[config.mk]
export PLATFORM = sky130hd
export DESIGN_NAME = sfrp_core
export DESIGN_NICKNAME = d
export VERILOG_FILES = /design/src/hw/sfrp_alu.v /design/src/hw/sfrp_core.v
export VERILOG_INCLUDE_DIRS = /design/src /design/src/hw
export SDC_FILE = /design/constraint.sdc
export NUM_CORES = 1
export LEC_CHECK = 0
export BUFFER_PORTS_ARGS = -buffer_cell sky130_fd_sc_hd__clkbuf_2
export CAP_MARGIN = 15
export CORE_ASPECT_RATIO = 1.2
export CORE_MARGIN = 1.5
export CORE_UTILIZATION = 40
export CTS_CLUSTER_SIZE = 10
export DETAILED_ROUTE_END_ITERATION = 10
export PLACE_DENSITY = 0.68
export SYNTH_ARGS = -nofsm -noshare
export SYNTH_HDL_FRONTEND = slang
export SYNTH_SLANG_ARGS = --single-unit
[constraint.sdc]
create_clock -name mclk -period 5.6 [get_ports mclk]
set_input_delay 0.56 -clock mclk [delete_from_list [all_inputs] [get_ports mclk]]
set_output_delay 0.56 -clock mclk [all_outputs]
set_load 0.005 [all_outputs]
[src/hw/sfrp_regs.vh]
/*
  Constants of the status flag and row pointer block: system register
  offsets, flag positions, reset values and operation codes.
  Assumes inclusion by bare name from the design files of the block.
*/
`ifndef SFRP_REGS_VH
`define SFRP_REGS_VH

// ==========================================
// system register offsets (low 7 address bits)
`define SFRP_ADDR_RPH   7'h7D
`define SFRP_ADDR_RPL   7'h7E
`define SFRP_ADDR_PSW   7'h7F

// ==========================================
// flag positions
`define SFRP_BIT_BCD    0
`define SFRP_BIT_IXE    0
`define SFRP_BIT_Z      1
`define SFRP_BIT_CY     2
`define SFRP_BIT_CMP    3

// ==========================================
// reset values
`define SFRP_RST_RPH    1'h0
`define SFRP_RST_RPL    4'h0
`define SFRP_RST_PSW    4'h0

// ==========================================
// working register row geometry
`define SFRP_GR_COLS    16
`define SFRP_BANK_PAD   3'h0

// ==========================================
// operation codes of the instruction at hand
`define SFRP_OP_NONE    4'h0
`define SFRP_OP_ADD     4'h1
`define SFRP_OP_ADDC    4'h2
`define SFRP_OP_SUB     4'h3
`define SFRP_OP_SUBC    4'h4
`define SFRP_OP_AND     4'h5
`define SFRP_OP_OR      4'h6
`define SFRP_OP_XOR     4'h7
`define SFRP_OP_MOV     4'h8
`define SFRP_OP_ROTATE_RIGHT_THROUGH_CARRY    4'h9
`define SFRP_OP_BTEST   4'hA

// ==========================================
// decimal correction
`define SFRP_BCD_MAX    5'h09
`define SFRP_BCD_ADJ    4'h6

`endif

[src/hw/sfrp_alu.v]
/*
  Four-bit arithmetic and logic unit of the status flag block:
  binary and decimal add and subtract, logic, move and rotate.
  Assumes operands and the carry flag come from the same clock domain;
  the unit is purely combinational.
*/
`timescale 1ns/1ps
`include "sfrp_regs.vh"

module sfrp_alu (
  input  wire [3:0] opCode,
  input  wire [3:0] opA,
  input  wire [3:0] opB,
  input  wire       carryIn,
  input  wire       bcdMode,
  output reg  [3:0] aluRes,
  output reg        aluCout
);

  reg [4:0] sum;
  reg [4:0] diff;
  reg       cUse;

  // ==========================================
  // result selection
  // decimal mode only touches add and subtract
  always @* begin
    cUse = (opCode == `SFRP_OP_ADDC) || (opCode == `SFRP_OP_SUBC);
    sum  = {1'b0, opA} + {1'b0, opB} + {4'h0, cUse & carryIn};
    diff = {1'b0, opA} - {1'b0, opB} - {4'h0, cUse & carryIn};
    aluRes  = opB;
    aluCout = carryIn;
    case (opCode)
      `SFRP_OP_ADD, `SFRP_OP_ADDC: begin
        if (bcdMode && (sum > `SFRP_BCD_MAX)) begin
          aluRes  = sum[3:0] + `SFRP_BCD_ADJ;
          aluCout = 1'b1;
        end else begin
          aluRes  = sum[3:0];
          aluCout = sum[4];
        end
      end
      `SFRP_OP_SUB, `SFRP_OP_SUBC: begin
        // borrow shows as bit 4 of the difference
        if (bcdMode && diff[4]) begin
          aluRes = diff[3:0] - `SFRP_BCD_ADJ;
        end else begin
          aluRes = diff[3:0];
        end
        aluCout = diff[4];
      end
      `SFRP_OP_AND:  aluRes = opA & opB;
      `SFRP_OP_OR:   aluRes = opA | opB;
      `SFRP_OP_XOR:  aluRes = opA ^ opB;
      `SFRP_OP_MOV:  aluRes = opB;
      `SFRP_OP_ROTATE_RIGHT_THROUGH_CARRY: begin
        aluRes  = {carryIn, opA[3:1]};
        aluCout = opA[0];
      end
      default: begin
        aluRes  = opB;
        aluCout = carryIn;
      end
    endcase
  end

endmodule

[src/hw/sfrp_core.v]
/*
  Status word and working register row pointer of a 4-bit core:
  flag update, result write-back gating, address forming and the
  data-memory view of the three system locations it owns.
  Assumes the core sequencer presents one instruction at a time with
  instrEnd pulsed for one cycle at its last clock, all on mclk.
  Owned locations are read back through rdData_r; other results leave on
  the registered write port unless compare mode holds them back.
*/
`timescale 1ns/1ps
`include "sfrp_regs.vh"

module sfrp_core (
  input  wire        mclk,
  input  wire        rst_n,
  input  wire        instrEnd,
  input  wire        ctxSaved,
  input  wire [3:0]  opCode,
  input  wire        dstIsReg,
  input  wire [3:0]  regCol,
  input  wire [10:0] memAddr,
  input  wire [10:0] ixVal,
  input  wire [3:0]  opA,
  input  wire [3:0]  opB,
  input  wire [10:0] rdAddr,
  output wire [10:0] grAddr,
  output wire [10:0] memEffAddr,
  output wire [10:0] dstAddr,
  output wire        bcdFlag,
  output wire        cmpFlag,
  output wire        cyFlag,
  output wire        zFlag,
  output wire        ixeFlag,
  output reg  [10:0] wbAddr_r,
  output reg  [3:0]  wbData_r,
  output reg         wbWe_r,
  output reg  [3:0]  rdData_r,
  output reg         rdHit_r
);

  // ==========================================
  // decode helpers

  // system locations repeat in every bank, so only the
  // low seven address bits take part in the match
  function sysHit;
    input [10:0] addr;
    input [6:0]  loc;
    begin
      sysHit = (addr[6:0] == loc);
    end
  endfunction

  // nibble value of an owned location, zero elsewhere
  function [3:0] sysRead;
    input [10:0] addr;
    input        row_pointer_high_nibble;
    input [3:0]  row_pointer_low_and_decimal;
    input [3:0]  program_status_flags;
    begin
      if (sysHit(addr, `SFRP_ADDR_RPH)) begin
        sysRead = {3'h0, row_pointer_high_nibble};
      end else if (sysHit(addr, `SFRP_ADDR_RPL)) begin
        sysRead = row_pointer_low_and_decimal;
      end else if (sysHit(addr, `SFRP_ADDR_PSW)) begin
        sysRead = program_status_flags;
      end else begin
        sysRead = 4'h0;
      end
    end
  endfunction

  // any of the three owned locations
  function sysOwned;
    input [10:0] addr;
    begin
      sysOwned = sysHit(addr, `SFRP_ADDR_RPH) |
                 sysHit(addr, `SFRP_ADDR_RPL) |
                 sysHit(addr, `SFRP_ADDR_PSW);
    end
  endfunction

  // add and subtract, with or without carry
  function opIsArith;
    input [3:0] op;
    begin
      opIsArith = (op == `SFRP_OP_ADD)  ||
                  (op == `SFRP_OP_ADDC) ||
                  (op == `SFRP_OP_SUB)  ||
                  (op == `SFRP_OP_SUBC);
    end
  endfunction

  // logic and plain move: write back, touch no flag
  function opIsLogic;
    input [3:0] op;
    begin
      opIsLogic = (op == `SFRP_OP_AND) ||
                  (op == `SFRP_OP_OR)  ||
                  (op == `SFRP_OP_XOR) ||
                  (op == `SFRP_OP_MOV);
    end
  endfunction

  // zero flag after an arithmetic result; a zero result
  // under compare keeps the old flag, so chained compares
  // can only ever clear it
  function zeroNext;
    input [3:0] res;
    input       cmp;
    input       zOld;
    begin
      if (res != 4'h0) begin
        zeroNext = 1'b0;
      end else if (!cmp) begin
        zeroNext = 1'b1;
      end else begin
        zeroNext = zOld;
      end
    end
  endfunction

  // carry after the instruction: arithmetic and rotate
  // take the unit's carry out, compare mode or not
  function carryNext;
    input [3:0] op;
    input       cout;
    input       cyOld;
    begin
      if (opIsArith(op) || (op == `SFRP_OP_ROTATE_RIGHT_THROUGH_CARRY)) begin
        carryNext = cout;
      end else begin
        carryNext = cyOld;
      end
    end
  endfunction

  // ==========================================
  // state

  reg        rph_r;     // pointer bank bit
  reg [3:0]  rpl_r;     // pointer row bits and decimal flag
  reg [3:0]  psw_r;     // compare, carry, zero, index enable
  reg        rph_nxt;
  reg [3:0]  rpl_nxt;
  reg [3:0]  psw_nxt;
  reg        wbWe_nxt;

  wire [3:0] aluRes;
  wire       aluCout;

  // ==========================================
  // flag views

  assign bcdFlag = rpl_r[`SFRP_BIT_BCD];
  assign cmpFlag = psw_r[`SFRP_BIT_CMP];
  assign cyFlag  = psw_r[`SFRP_BIT_CY];
  assign zFlag   = psw_r[`SFRP_BIT_Z];
  assign ixeFlag = psw_r[`SFRP_BIT_IXE];

  // ==========================================
  // operation classes

  wire isArith = opIsArith(opCode);
  wire isLogic = opIsLogic(opCode);
  wire isRot   = (opCode == `SFRP_OP_ROTATE_RIGHT_THROUGH_CARRY);
  wire isBtest = (opCode == `SFRP_OP_BTEST);

  // ==========================================
  // address forming

  // working row: bank from 7DH.0, row from 7EH[3:1]
  assign grAddr = {`SFRP_BANK_PAD, rph_r, rpl_r[3:1],
                   regCol};

  // index modification is a plain OR, no carry between fields
  assign memEffAddr = ixeFlag ? (memAddr | ixVal)
                              : memAddr;

  // register operand in the row, memory operand anywhere
  assign dstAddr = dstIsReg ? grAddr : memEffAddr;

  // ==========================================
  // arithmetic and logic unit

  sfrp_alu uAlu (
    .opCode  (opCode),
    .opA     (opA),
    .opB     (opB),
    .carryIn (cyFlag),
    .bcdMode (bcdFlag),
    .aluRes  (aluRes),
    .aluCout (aluCout)
  );

  // ==========================================
  // write-back gating

  // compare mode holds back only arithmetic results;
  // rotate and logic still write their destination
  wire writesRes = (isArith & ~cmpFlag) |
                   isLogic | isRot;

  // owned locations are written here and never forwarded
  wire dstRph = writesRes & sysHit(dstAddr, `SFRP_ADDR_RPH);
  wire dstRpl = writesRes & sysHit(dstAddr, `SFRP_ADDR_RPL);
  wire dstPsw = writesRes & sysHit(dstAddr, `SFRP_ADDR_PSW);
  wire dstOwn = writesRes & sysOwned(dstAddr);

  // ==========================================
  // next state of flags and pointer
  always @* begin
    rph_nxt = rph_r;
    rpl_nxt = rpl_r;
    psw_nxt = psw_r;
    if (instrEnd) begin
      if (isArith) begin
        psw_nxt[`SFRP_BIT_Z] = zeroNext(aluRes, cmpFlag,
                                        zFlag);
      end
      // compare mode never holds the carry back
      psw_nxt[`SFRP_BIT_CY] = carryNext(opCode, aluCout,
                                        cyFlag);
      if (isBtest) begin
        psw_nxt[`SFRP_BIT_CMP] = 1'b0;
      end
      // a result stored into an owned location beats
      // every flag update of the same instruction
      if (dstRph) begin
        rph_nxt = aluRes[0];
      end
      if (dstRpl) begin
        rpl_nxt = aluRes;
      end
      if (dstPsw) begin
        psw_nxt = aluRes;
      end
    end
    // context save clears the status word after the stack
    // has taken it; pointer bits are left alone
    if (ctxSaved) begin
      rpl_nxt[`SFRP_BIT_BCD] = 1'b0;
      psw_nxt = `SFRP_RST_PSW;
    end
  end

  // ==========================================
  // flag and pointer registers
  always @(posedge mclk) begin
    if (!rst_n) begin
      rph_r <= `SFRP_RST_RPH;
      rpl_r <= `SFRP_RST_RPL;
      psw_r <= `SFRP_RST_PSW;
    end else begin
      rph_r <= rph_nxt;
      rpl_r <= rpl_nxt;
      psw_r <= psw_nxt;
    end
  end

  // ==========================================
  // result write-back to data memory
  always @* begin
    wbWe_nxt = instrEnd & writesRes & ~dstOwn;
  end

  // registered so the memory sees one clean write pulse
  // one cycle after the instruction ends
  always @(posedge mclk) begin
    if (!rst_n) begin
      wbWe_r   <= 1'b0;
      wbAddr_r <= 11'h000;
      wbData_r <= 4'h0;
    end else begin
      wbWe_r <= wbWe_nxt;
      if (wbWe_nxt) begin
        wbAddr_r <= dstAddr;
        wbData_r <= aluRes;
      end
    end
  end

  // ==========================================
  // data-memory read view of owned locations

  // one cycle of latency; a write in the same cycle
  // shows up on the following read, not this one
  always @(posedge mclk) begin
    if (!rst_n) begin
      rdData_r <= 4'h0;
      rdHit_r  <= 1'b0;
    end else begin
      rdData_r <= sysRead(rdAddr, rph_r, rpl_r,
                          psw_r);
      rdHit_r  <= sysOwned(rdAddr);
    end
  end

  // ==========================================
  // port timing
  // instrEnd edge: flags, pointer and owned locations
  //   all load on it, so the next instruction sees them
  // wbWe_r rises one cycle after instrEnd, for one cycle;
  //   wbAddr_r and wbData_r then hold until the next
  //   write, so a slow memory may latch them late
  // rdData_r and rdHit_r trail rdAddr by one cycle and
  //   show the value from before a same-edge commit
  // ctxSaved beside instrEnd wins: the flags of that
  //   last instruction are lost, which is safe only
  //   because the context was saved before the pulse
  // grAddr, memEffAddr and dstAddr are combinational
  //   from the pointer registers, the index enable flag and the inputs
  // owned locations never leave on the write port, so
  //   the memory behind them must not be relied on

  // ==========================================
  // limitations
  // the pointer may be aimed at unfitted rows of the
  // second bank; nothing here stops it
  // the operand values opA and opB are fetched by the
  // core; for owned locations it uses rdData_r

endmodule

# After elaboration in Yosys (flattened, before gate mapping)
# Index checks and enable logic that the tools add are counted.
totals:
  input_bits: 54
  out_inout_bits: 59
  register_bits: 30
  elab_cells: 99
classes:
  addsub: 6
  n_reduce_logical: 25
  magnitude_cmp: 1
  bitwise_logic: 21
  eq_ne: 17
  mux: 16
ops:
  columns: ["operator", "n"]
  rows:
  - ["7-bit equality test, second input constant", 6]
  - ["4-bit case mux with 6 select lines", 1]
  - ["11-bit 2-to-1 mux", 2]
  - ["4-bit 2-to-1 mux", 5]
  - ["4-bit by 3-bit equality test with 1-bit output, second input constant", 4]
  - ["4-bit equality test, second input constant", 3]
  - ["11-bit bitwise OR", 1]
  - ["1-bit bitwise AND", 8]
  - ["4-bit by 2-bit equality test with 1-bit output, second input constant", 2]
  - ["1-bit logical OR", 8]
  - ["2-bit AND reduction", 4]
  - ["4-bit nonzero test", 2]
  - ["2-bit OR reduction", 4]
  - ["1-bit 2-to-1 mux", 7]
  - ["1-bit bitwise OR", 6]
  - ["3-bit AND reduction", 2]
  - ["2-bit nonzero test", 3]
  - ["4-bit by 4-bit adder with 5-bit output", 1]
  - ["5-bit by 1-bit adder with 5-bit output", 1]
  - ["5-bit by 4-bit greater-than comparator with 1-bit output, second input constant", 1]
  - ["4-bit by 4-bit subtractor with 5-bit output", 1]
  - ["5-bit by 1-bit subtractor with 5-bit output", 1]
  - ["4-bit by 3-bit adder with 4-bit output, second input constant", 1]
  - ["4-bit bitwise AND", 1]
  - ["8 further kinds", 11]

# Longest topological paths before layout
# Gate-level depths: netlist of the first run.
depth:
  depth_word: 12
  mapped_depth: 17
  mapped_depth_nobuf: 15

# Hierarchy
# Synthesis of the first run repeated with hierarchy kept, for this count alone.
hier_totals:
  cells_unflattened: 317
  hier_area_um2: 2726.4
by_module_without_submodules:
  columns: ["module", "cells_per_inst", "area_per_inst_um2", "instances", "seq_area_each_um2"]
  rows:
  - ["sfrp_core", 172, 1661.6, 1, 600.6]
  - ["sfrp_alu", 145, 1064.8, 1, 0.0]

# Worst setup path after synthesis of the first run
# OpenSTA, ideal clock, no wires.
synth_path:
  path_kind: "input-to-reg"
  startpoint: "in opCode[1]"
  endpoint: "reg psw_r[2]"
  setup_time_ns: 0.079
  cell_stages: 17
  path_buffers: 2
  arrival_time_ns: 3.924
  setup_slack_ns: 1.596
  t_required_ns: 5.521
  path_cell_list: "buf_2 buf_2 xnor2_1 nor3_1 nand2_1 inv_1 fa_1 fa_1 xnor2_1 ha_1 nor2b_1 a2111oi_4 o211ai_2 and3_1 o31a_1 a22o_1 a211oi_2"
synth_between:
  elab_chain_cells: 10
  word_cells_on_any_way: 41
  cone_classes: "add/sub: 4; order compare: 1; eq/ne: 9; mux: 7; bitwise: 5; reduce/logical: 15"
synth_rtl:
  columns: ["item", "line", "rtl"]
  rows:
  - ["from (decl)", "sfrp_core.v:18", "input wire [3:0] opCode,"]
  - ["4-bit by 2-bit equality test with 1-bit output, or another cell as far along", "sfrp_alu.v:33", "case (opCode)"]
  - ["1-bit logical OR, on equally long branches", "sfrp_alu.v:28, sfrp_core.v:87", null]
  - ["1-bit bitwise AND or 1-bit logical OR (tied branches)", "sfrp_alu.v:29, sfrp_alu.v:30, sfrp_core.v:87", null]
  - ["5-bit by 1-bit adder with 5-bit output or 1-bit logical OR (tied branches)", "sfrp_alu.v:29, sfrp_core.v:87", null]
  - ["5-bit by 4-bit greater-than comparator with 1-bit output (no line) or 1-bit bitwise AND (tied branches)", null, null]
  - ["1-bit logical AND or 1-bit bitwise OR (tied branches)", "sfrp_alu.v:35, sfrp_core.v:201", null]
  - ["1-bit 2-to-1 mux or 1-bit bitwise OR (tied branches)", "sfrp_alu.v:35, sfrp_core.v:202", null]
  - ["1-bit case mux with 3 select lines or 1-bit bitwise AND (tied branches)", "sfrp_alu.v:33, sfrp_core.v:207", null]
  - ["1-bit 2-to-1 mux, or another cell as far along", "sfrp_core.v:130", "if (opIsArith(op) || (op == `SFRP_OP_ROTATE_RIGHT_THROUGH_CARRY)) begin"]
  - ["4-bit 2-to-1 mux or 3-bit AND reduction (tied branches)", null, null]
  - ["to (signal assigned)", "sfrp_core.v:253", "psw_r <= `SFRP_RST_PSW;"]
  - ["to (signal assigned)", "sfrp_core.v:257", "psw_r <= psw_nxt;"]
  - ["to (decl)", "sfrp_core.v:143", "reg [3:0] psw_r;"]
# Parallel ways exist; a longest one is shown, timed or not. The select of a mux whose other input is x is not followed.
# A chain may end at the register's enable or synchronous reset.

# Final worst setup path of the first run
layout_path:
  startpoint: "in opCode[1]"
  endpoint: "reg psw_r[1]"
layout_between:
  elab_chain_cells: 12
  word_cells_on_any_way: 40
  cone_classes: "add/sub: 4; order compare: 1; eq/ne: 10; mux: 6; bitwise: 5; reduce/logical: 14"
layout_rtl:
  columns: ["item", "line", "rtl"]
  rows:
  - ["4-bit by 2-bit equality test with 1-bit output or 4-bit by 3-bit equality test with 1-bit output (tied branches)", "sfrp_alu.v:33", null]
  - ["1-bit logical OR", "sfrp_alu.v:28", "cUse = (opCode == `SFRP_OP_ADDC) || (opCode == `SFRP_OP_SUBC);"]
  - ["1-bit bitwise AND", "sfrp_alu.v:29, sfrp_alu.v:30", null]
  - ["5-bit by 1-bit adder with 5-bit output", "sfrp_alu.v:29", "sum = {1'b0, opA} + {1'b0, opB} + {4'h0, cUse & carryIn};"]
  - ["5-bit by 4-bit greater-than comparator with 1-bit output (no line)", null, null]
  - ["1-bit logical AND", "sfrp_alu.v:35", "if (bcdMode && (sum > `SFRP_BCD_MAX)) begin"]
  - ["4-bit 2-to-1 mux", "sfrp_alu.v:35", null]
  - ["4-bit case mux with 6 select lines", "sfrp_alu.v:33", null]
  - ["4-bit nonzero test", "sfrp_core.v:113", "if (res != 4'h0) begin"]
  - ["1-bit 2-to-1 mux", "sfrp_core.v:113", null]
  - ["1-bit 2-to-1 mux", "sfrp_core.v:217", "if (isArith) begin"]
  - ["4-bit 2-to-1 mux", "sfrp_core.v:235", "if (dstPsw) begin"]
# Parallel ways exist; a longest one is shown, timed or not. The select of a mux whose other input is x is not followed.

==> out/metrics.cfg, run 1 <==
[global_route]
grt_pass1_vias=2390
grt_use_met2=0.359
grt_pass1_wl_mm=11.2
grt_use_total=0.197
antenna_found_initial=0
grt_max_degree=22
grtUsageMet3=0.0302
top_usage_layer=met2
met1_usage=0.232
overflow=0

[timing]
worst_slew_pin_slew_ns=0.609
fin_crit_sh=0.723
fmax_ghz=0.247
hold_ws_ns=0.455
final_max_slew_viol_count=0
hold_viol=0
finalCriticalPeriod_ns=4.05
final.setup.tns_ns=0
rsz0062_at_grt=false
relSlewSlack=0.594
setup_violations=0
skew_ns=0.00728

[drt]
wl_mm=6.85
ant_nets=0
via_per_inst=5.24
wl_per_cell_um=14.0
first_iter_violations=114
post-route-drc-count=0
dr_total_vias=2560
drtPass1Iterations=4

[floorplan]
core-area_um2=6370
dieArea_um2=7010
pin_count=113
die_x_um=76.7
die_h_um=91.4
rows=32
start_util=0.409

[logic_synthesis]
ys_seq_area_frac=0.230
synth_mux_area_frac=0.122
synth.largest_area_cell=dfxtp_1
synth_seq_cells=30
synth_edf_count=0
synth-xor-area-share=0.0168
synth-main-ff-cell=dfxtp_1
synth-simple-area-share=0.214
netlist_top_cells_area=dfxtp_1, mux2i_1, ha_1
synth_adder_area_share=0.0979
synthesis.area_um2=2610
synth_compound_area_frac=0.234
synth_cell_types=67
ys_warn_count=0
yosysTopAreaCellShare=0.230
synth_area_per_cell_um2=8.35
async_reset_ff_frac=0
synth_top_family_by_area=compound AO/OA/AOI/OAI gates
postSynthCellCount=312

[final_layout]
multi_input_area_um2=1790
regArea_um2=601
drive_gt1_frac=0.319
fill_cells=640
area_delta_synth_final_pct=22.3
final_util=0.501
final_cell_area_um2=3190
finalNetCount=476
antenna_cells=0

[clock_tree]
post-cts-setup-buffer-count=0
clk_latency_ns=0.28
post_cts_resized=0
cts-root-buf=clkbuf_8
numCtsBuffers=5
htree_levels=2
cts_hold_buffers=0
cts.sinks=30
clkTransAtPathRegs_ns=0.06
cts_tree=done
clk_path_buf_depth=2

[status]
outcome=finished, final reports clean

[setup_path]
startpoint_type=input pin
cp_data_required_time_ns=5.78
rr_worst_depth=13
worstPathMaxFanout=21
critPathKind=input pin to flip-flop
cp-end-kind=flip-flop
worstPathArrival_ns=4.23

[power_and_ir_drop]
leakagePower_nw=1.60
vdd_ir_drop_max_mv=0.0760
power_uw=567
powerDensity_nw_per_um2=178

[place]
dp_hpwl_mm=5.60
io_buffers=105
place_area_um2=3110
gp_congestion=0.903

[hold_path]
hold_depth=2
min_path_type=flip-flop to flip-flop

[flow_run]
cap_violations=0

-- worst max-delay path, stage by stage --
cell and delay, ns:
clkbuf_2 0.30, xnor2_1 0.16, nor3_1 0.06, nand2_1 0.11
inv_1 0.06, fa_1 0.42, fa_1 0.42, xnor2_1 0.18
ha_1 0.24, nor2b_1 0.17, a2111oi_4 0.37, nor2_1 0.08
a211o_1 0.29, o31ai_2 0.33, a41oi_1 0.19, o221a_1 0.27
-- layout make-up --
type                            count  area share
Inverter                           22      0.0259
Tap cell                           85      0.0334
Clock buffer                        5      0.0216
Multi-Input combinational cell    240       0.563
Sequential cell                    30       0.188
Timing Repair Buffer              105       0.165
Clock inverter                      2     0.00314
-- cells in the final DEF, fill, tap and decap left out, drive strengths merged, types with 3 or more instances in the layout --
master	instances
mux2	6
xnor2	4
or3	3
clkbuf	110
inv	22
dfxtp	30
a21o	13
and4	4
ha	14
a41oi	3
nor3	7
a21boi	4
o211ai	5
conb	3
nand2	15
a211o	3
a211oi	7
and3	5
o21ai	11
fa	4
nor2b	9
nand2b	8
nand3	8
nor2	33
a21oi	13
mux2i	25
-- where the power goes --
part	switching, mW	leakage [nW]	internal (mW)
clock	0.0788	0.0438	0.0831
combinational	0.102	1.31	0.0791
sequential	0.00349	0.244	0.220
-- cells by family after synthesis --
family | count (synthesis)
flip-flops | 30
XOR/XNOR | 5
buffers and inverters | 44
other | 1
AO/OA/AOI/OAI | 80
AND/OR/NAND/NOR | 103
multiplexers | 31
adder cells (fa/ha/maj) | 18
-- cells in the mapped netlist (7+ instances only) --
cell / instances
a21o_1: 13
a21oi_1: 12
buf_2: 7
buf_4: 10
dfxtp_1: 30
ha_1: 14
inv_1: 22
mux2i_1: 25
nand2_1: 15
nand2b_1: 8
nand3_1: 7
nor2_1: 33
nor2b_1: 9
o21ai_0: 10
-- sequential cells by signal (all words and copies together), names as in the netlist --
register / count
psw_r: 4
rdData_r: 4
rdHit_r: 1
rph_r: 1
rpl_r: 4
wbAddr_r: 11
wbData_r: 4
wbWe_r: 1
-- path summary, 6_finish.rpt --
kind,from,end,slack (ns)
hold / removal,wbData_r[1],wbData_r[1],0.45
setup / recovery,opCode[1],psw_r[1],1.55
hold reg to reg,wbData_r[1],wbData_r[1],0.45
setup reg to reg,psw_r[2],psw_r[1],1.99
-- metrics by stage --
stage / setup WS (ns) / instances
2_1_floorplan: 1.60 / 314
4_1_cts: 1.54 / 489
5_1_grt: 1.29 / 489
3_3_place_gp: 1.30 / 482
3_5_place_dp: 1.25 / 482
6_report: 1.55 / 489
-- metal layers --
metal,up-vias,routed length [um]
met5,-,0
met4,0,101
met3,8,266
met2,74,3470
met1,1178,3010
li1,1300,-
No activity file was read; power rests on OpenSTA's default activity.
==> run 2: changes to the inputs <==
- ABC_AREA: not set -> 1
- PLACE_DENSITY: 0.68 -> 0.69
- clock period: 5.6 -> 3.8 ns (I/O delays scaled with it)
==> out/metrics.cfg, run 2 <==
[status]
outcome=finished, final reports clean  ; unchanged

[setup_path]
cp_data_required_time_ns=3.98  ; was 5.78 ns
reg2reg_from=psw_r[2]  ; unchanged
reg2reg_slack_ns=0.60  ; was 1.99 ns
crit_path_max_incr_delay_ns=0.43  ; was 0.42 ns
startpoint_type=input pin  ; unchanged
cp-end-kind=flip-flop  ; unchanged
critical-path-top-delay-family=simple AND/OR/NAND/NOR gates  ; was compound AO/OA/AOI/OAI gates
r2r-end=psw_r[1]  ; unchanged
cpMostUsedCell=nand2_2
critPathKind=input pin to flip-flop  ; unchanged
worstPathMaxFanout=7  ; was 21
worstPathArrival_ns=3.56  ; was 4.23 ns
cp_slowest_cell=fa_1  ; unchanged
path_buf_inv=6  ; was 2
rr_worst_depth=17  ; was 13

[clock_tree]
clk_latency_ns=0.28  ; about the same
cts-root-buf=clkbuf_8  ; unchanged
clkTransAtPathRegs_ns=0.06  ; about the same
clk_path_buf_depth=2  ; unchanged
post-cts-setup-buffer-count=0  ; unchanged
cts_hold_buffers=0  ; unchanged
numCtsBuffers=5  ; unchanged
cts_tree=done  ; unchanged
post_cts_resized=0  ; unchanged
htree_levels=2  ; unchanged
cts.sinks=30  ; unchanged

[timing]
worst_slew_pin_slew_ns=0.510  ; was 0.609 ns
fmax_ghz=0.296
finalCriticalPeriod_ns=3.38
final.setup.tns_ns=0  ; unchanged
hold_viol=0  ; unchanged
relSlewSlack=0.659  ; was 0.594
layout_setup_ws_ns=0.419  ; was 1.55 ns
final_max_slew_viol_count=0  ; unchanged
skew_ns=0.00574  ; was 0.00728 ns
setup_violations=0  ; unchanged
rsz0062_at_grt=false  ; unchanged
fin_crit_sh=0.890
hold_ws_ns=0.376  ; was 0.455 ns

[logic_synthesis]
synth-main-ff-cell=dfxtp_1  ; unchanged
yosysTopAreaCellShare=0.237  ; was 0.230
synthesis.area_um2=2530  ; was 2610 um^2
postSynthCellCount=392  ; was 312
synth.largest_area_cell=dfxtp_1  ; unchanged
synth_seq_cells=30  ; unchanged
netlist_top_cells_area=dfxtp_1, nand2_1, inv_1  ; was dfxtp_1, mux2i_1, ha_1
synth_cell_types=42  ; was 67
async_reset_ff_frac=0  ; unchanged
synth_area_per_cell_um2=6.46  ; was 8.35 um^2
ys_warn_count=0  ; unchanged
synthTopCellsByCount=nand2_1, inv_1, a21oi_1, dfxtp_1, nand3_1  ; was nor2_1, dfxtp_1, mux2i_1, inv_1, nand2_1
ys_seq_area_frac=0.237  ; was 0.230
synth_edf_count=0  ; unchanged
yosysMostFrequentCell=nand2_1  ; was nor2_1

[power_and_ir_drop]
powerDensity_nw_per_um2=275  ; was 178 nW/um^2
seq_power_share=0.384  ; was 0.395
p_comb_frac=0.313  ; was 0.319
clock_power_share=0.303  ; was 0.286
leakagePower_nw=1.74  ; was 1.60 nW
sw_frac_of_total=0.334  ; was 0.325
netSwitchingPower_uw=290  ; was 184 uW
p_int_uw=577  ; was 383 uW
power_uw=866  ; was 567 uW
vdd_ir_drop_max_mv=0.200  ; was 0.0760 mV

[global_route]
grt_max_degree=23  ; was 22
antenna_found_initial=0  ; unchanged
grt_pass1_wl_mm=11.3  ; was 11.2 mm
grt_use_total=0.211  ; was 0.197
grt_pass1_vias=2570  ; was 2390
overflow=0  ; unchanged

[hold_path]
worstHoldStart=regCol[2]  ; was wbData_r[1]
min_path_type=input pin to flip-flop  ; was flip-flop to flip-flop
hold_depth=3  ; was 2
hold-path-endpoint=wbAddr_r[2]  ; was wbData_r[1]

[drt]
wl_mm=7.19  ; was 6.85 mm
wl_per_cell_um=12.5  ; was 14.0 um
met2_length_mm=3.59  ; was 3.47 mm
first_iter_violations=77  ; was 114
via_per_inst=5.01  ; was 5.24
drt-met1-wl_mm=2.99  ; was 3.01 mm
wl_met3_um=365  ; was 266 um
drtPass1Iterations=4  ; unchanged
post-route-drc-count=0  ; unchanged
ant_nets=0  ; unchanged
dr.max_layer_used=met4  ; unchanged
dr_total_vias=2873  ; was 2560

[place]
gp_congestion=0.851  ; was 0.903
place_area_um2=3060  ; was 3110 um^2
dpl.cell_count=566  ; was 482
dp_hpwl_mm=5.96  ; was 5.60 mm
dpl_worst_slack_ns=0.134  ; was 1.25 ns
io_buffers=105  ; unchanged

[final_layout]
drive_gt1_frac=0.301  ; was 0.319
fill_cells=626  ; was 640
area_delta_synth_final_pct=24.3  ; was 22.3%
final_util=0.517  ; was 0.501
instances_no_fill=574  ; was 489
largest_reg_flops=11  ; unchanged
antenna_cells=0  ; unchanged
max_flop_register=wbAddr_r  ; unchanged
final_cell_mix=clkbuf_2, nand2_1, inv_1, a21oi_1, dfxtp_1  ; was clkbuf_2, nor2_1, dfxtp_1, mux2i_1, inv_1
final_cell_area_um2=3150  ; was 3190 um^2
finalNetCount=563  ; was 476
final_common_cell=clkbuf_2  ; unchanged

[floorplan]
rows=31  ; was 32
start_util=0.416  ; was 0.409
die_x_um=75.7  ; was 76.7 um
core-area_um2=6090  ; was 6370 um^2
die_h_um=90.2  ; was 91.4 um
dieArea_um2=6820  ; was 7010 um^2
pin_count=113  ; unchanged

[flow_run]
cap_violations=0  ; unchanged

run 2: logic make-up (layout without fill, tap and decap cells):
| logic type | count (synthesis) | after routing | synth area share |
|---|---|---|---|
| AO/OA/AOI/OAI | 78 | 78 | 0.181 |
| adder cells (fa/ha/maj) | 18 | 18 | 0.101 |
| buffers and inverters | 84 | 182 | 0.148 |
| flip-flops | 30 | 30 | 0.237 |
| other | 1 | 3 | 0.00148 |
| AND/OR/NAND/NOR | 181 | 181 | 0.332 |
run 2: routing by layer:
layer / vias to the layer above / track usage
li1: 1462 / -
met1: 1300 / 0.240
met2: 91 / 0.368
met3: 20 / 0.0381
met4: 0 / 0.0938
met5: - / 0
run 2: worst max path at each step:
stage | depth (start not counted) | startpoint | end | slack, ns
final | 25 | opCode[0] | psw_r[1] | 0.42
after global routing | 25 | opCode[0] | psw_r[1] | 0.09
after CTS | 25 | opCode[0] | psw_r[1] | 0.42
after detailed placement | 25 | opCode[0] | psw_r[1] | 0.13
after global placement | 24 | opCode[0] | psw_r[1] | 0.17
after floorplan | 22 | opCode[2] | psw_r[1] | 0.61
run 2: tightest hold or removal path: cells and delay by family:
kind	cells	cell delay, ns
and+or+nand+nor	1	0.07
buffers and inverters	1	0.09
AOI/OAI and AO/OA	1	0.07
run 2: cell type report:
| cell class | count | area, um^2 | area share |
|---|---|---|---|
| well taps | 82 | 103 | 0.0326 |
| flip-flops and latches | 30 | 601 | 0.191 |
| multi-input cells | 280 | 1570 | 0.497 |
| repair buffers | 105 | 526 | 0.167 |
| inverters | 69 | 263 | 0.0834 |
| clock inverters | 1 | 5.00 | 0.00159 |
| clock buffers | 7 | 86.3 | 0.0274 |
run 2: power groups by stage:
stage | logic, mW | clock network (mW) | registers, mW
2_1_floorplan | 0.179 | 0 | 0.339
3_3_place_gp | 0.265 | 0 | 0.339
3_5_place_dp | 0.271 | 0 | 0.339
4_1_cts | 0.272 | 0.267 | 0.332
5_1_grt | 0.308 | 0.290 | 0.333
6_report | 0.272 | 0.263 | 0.332
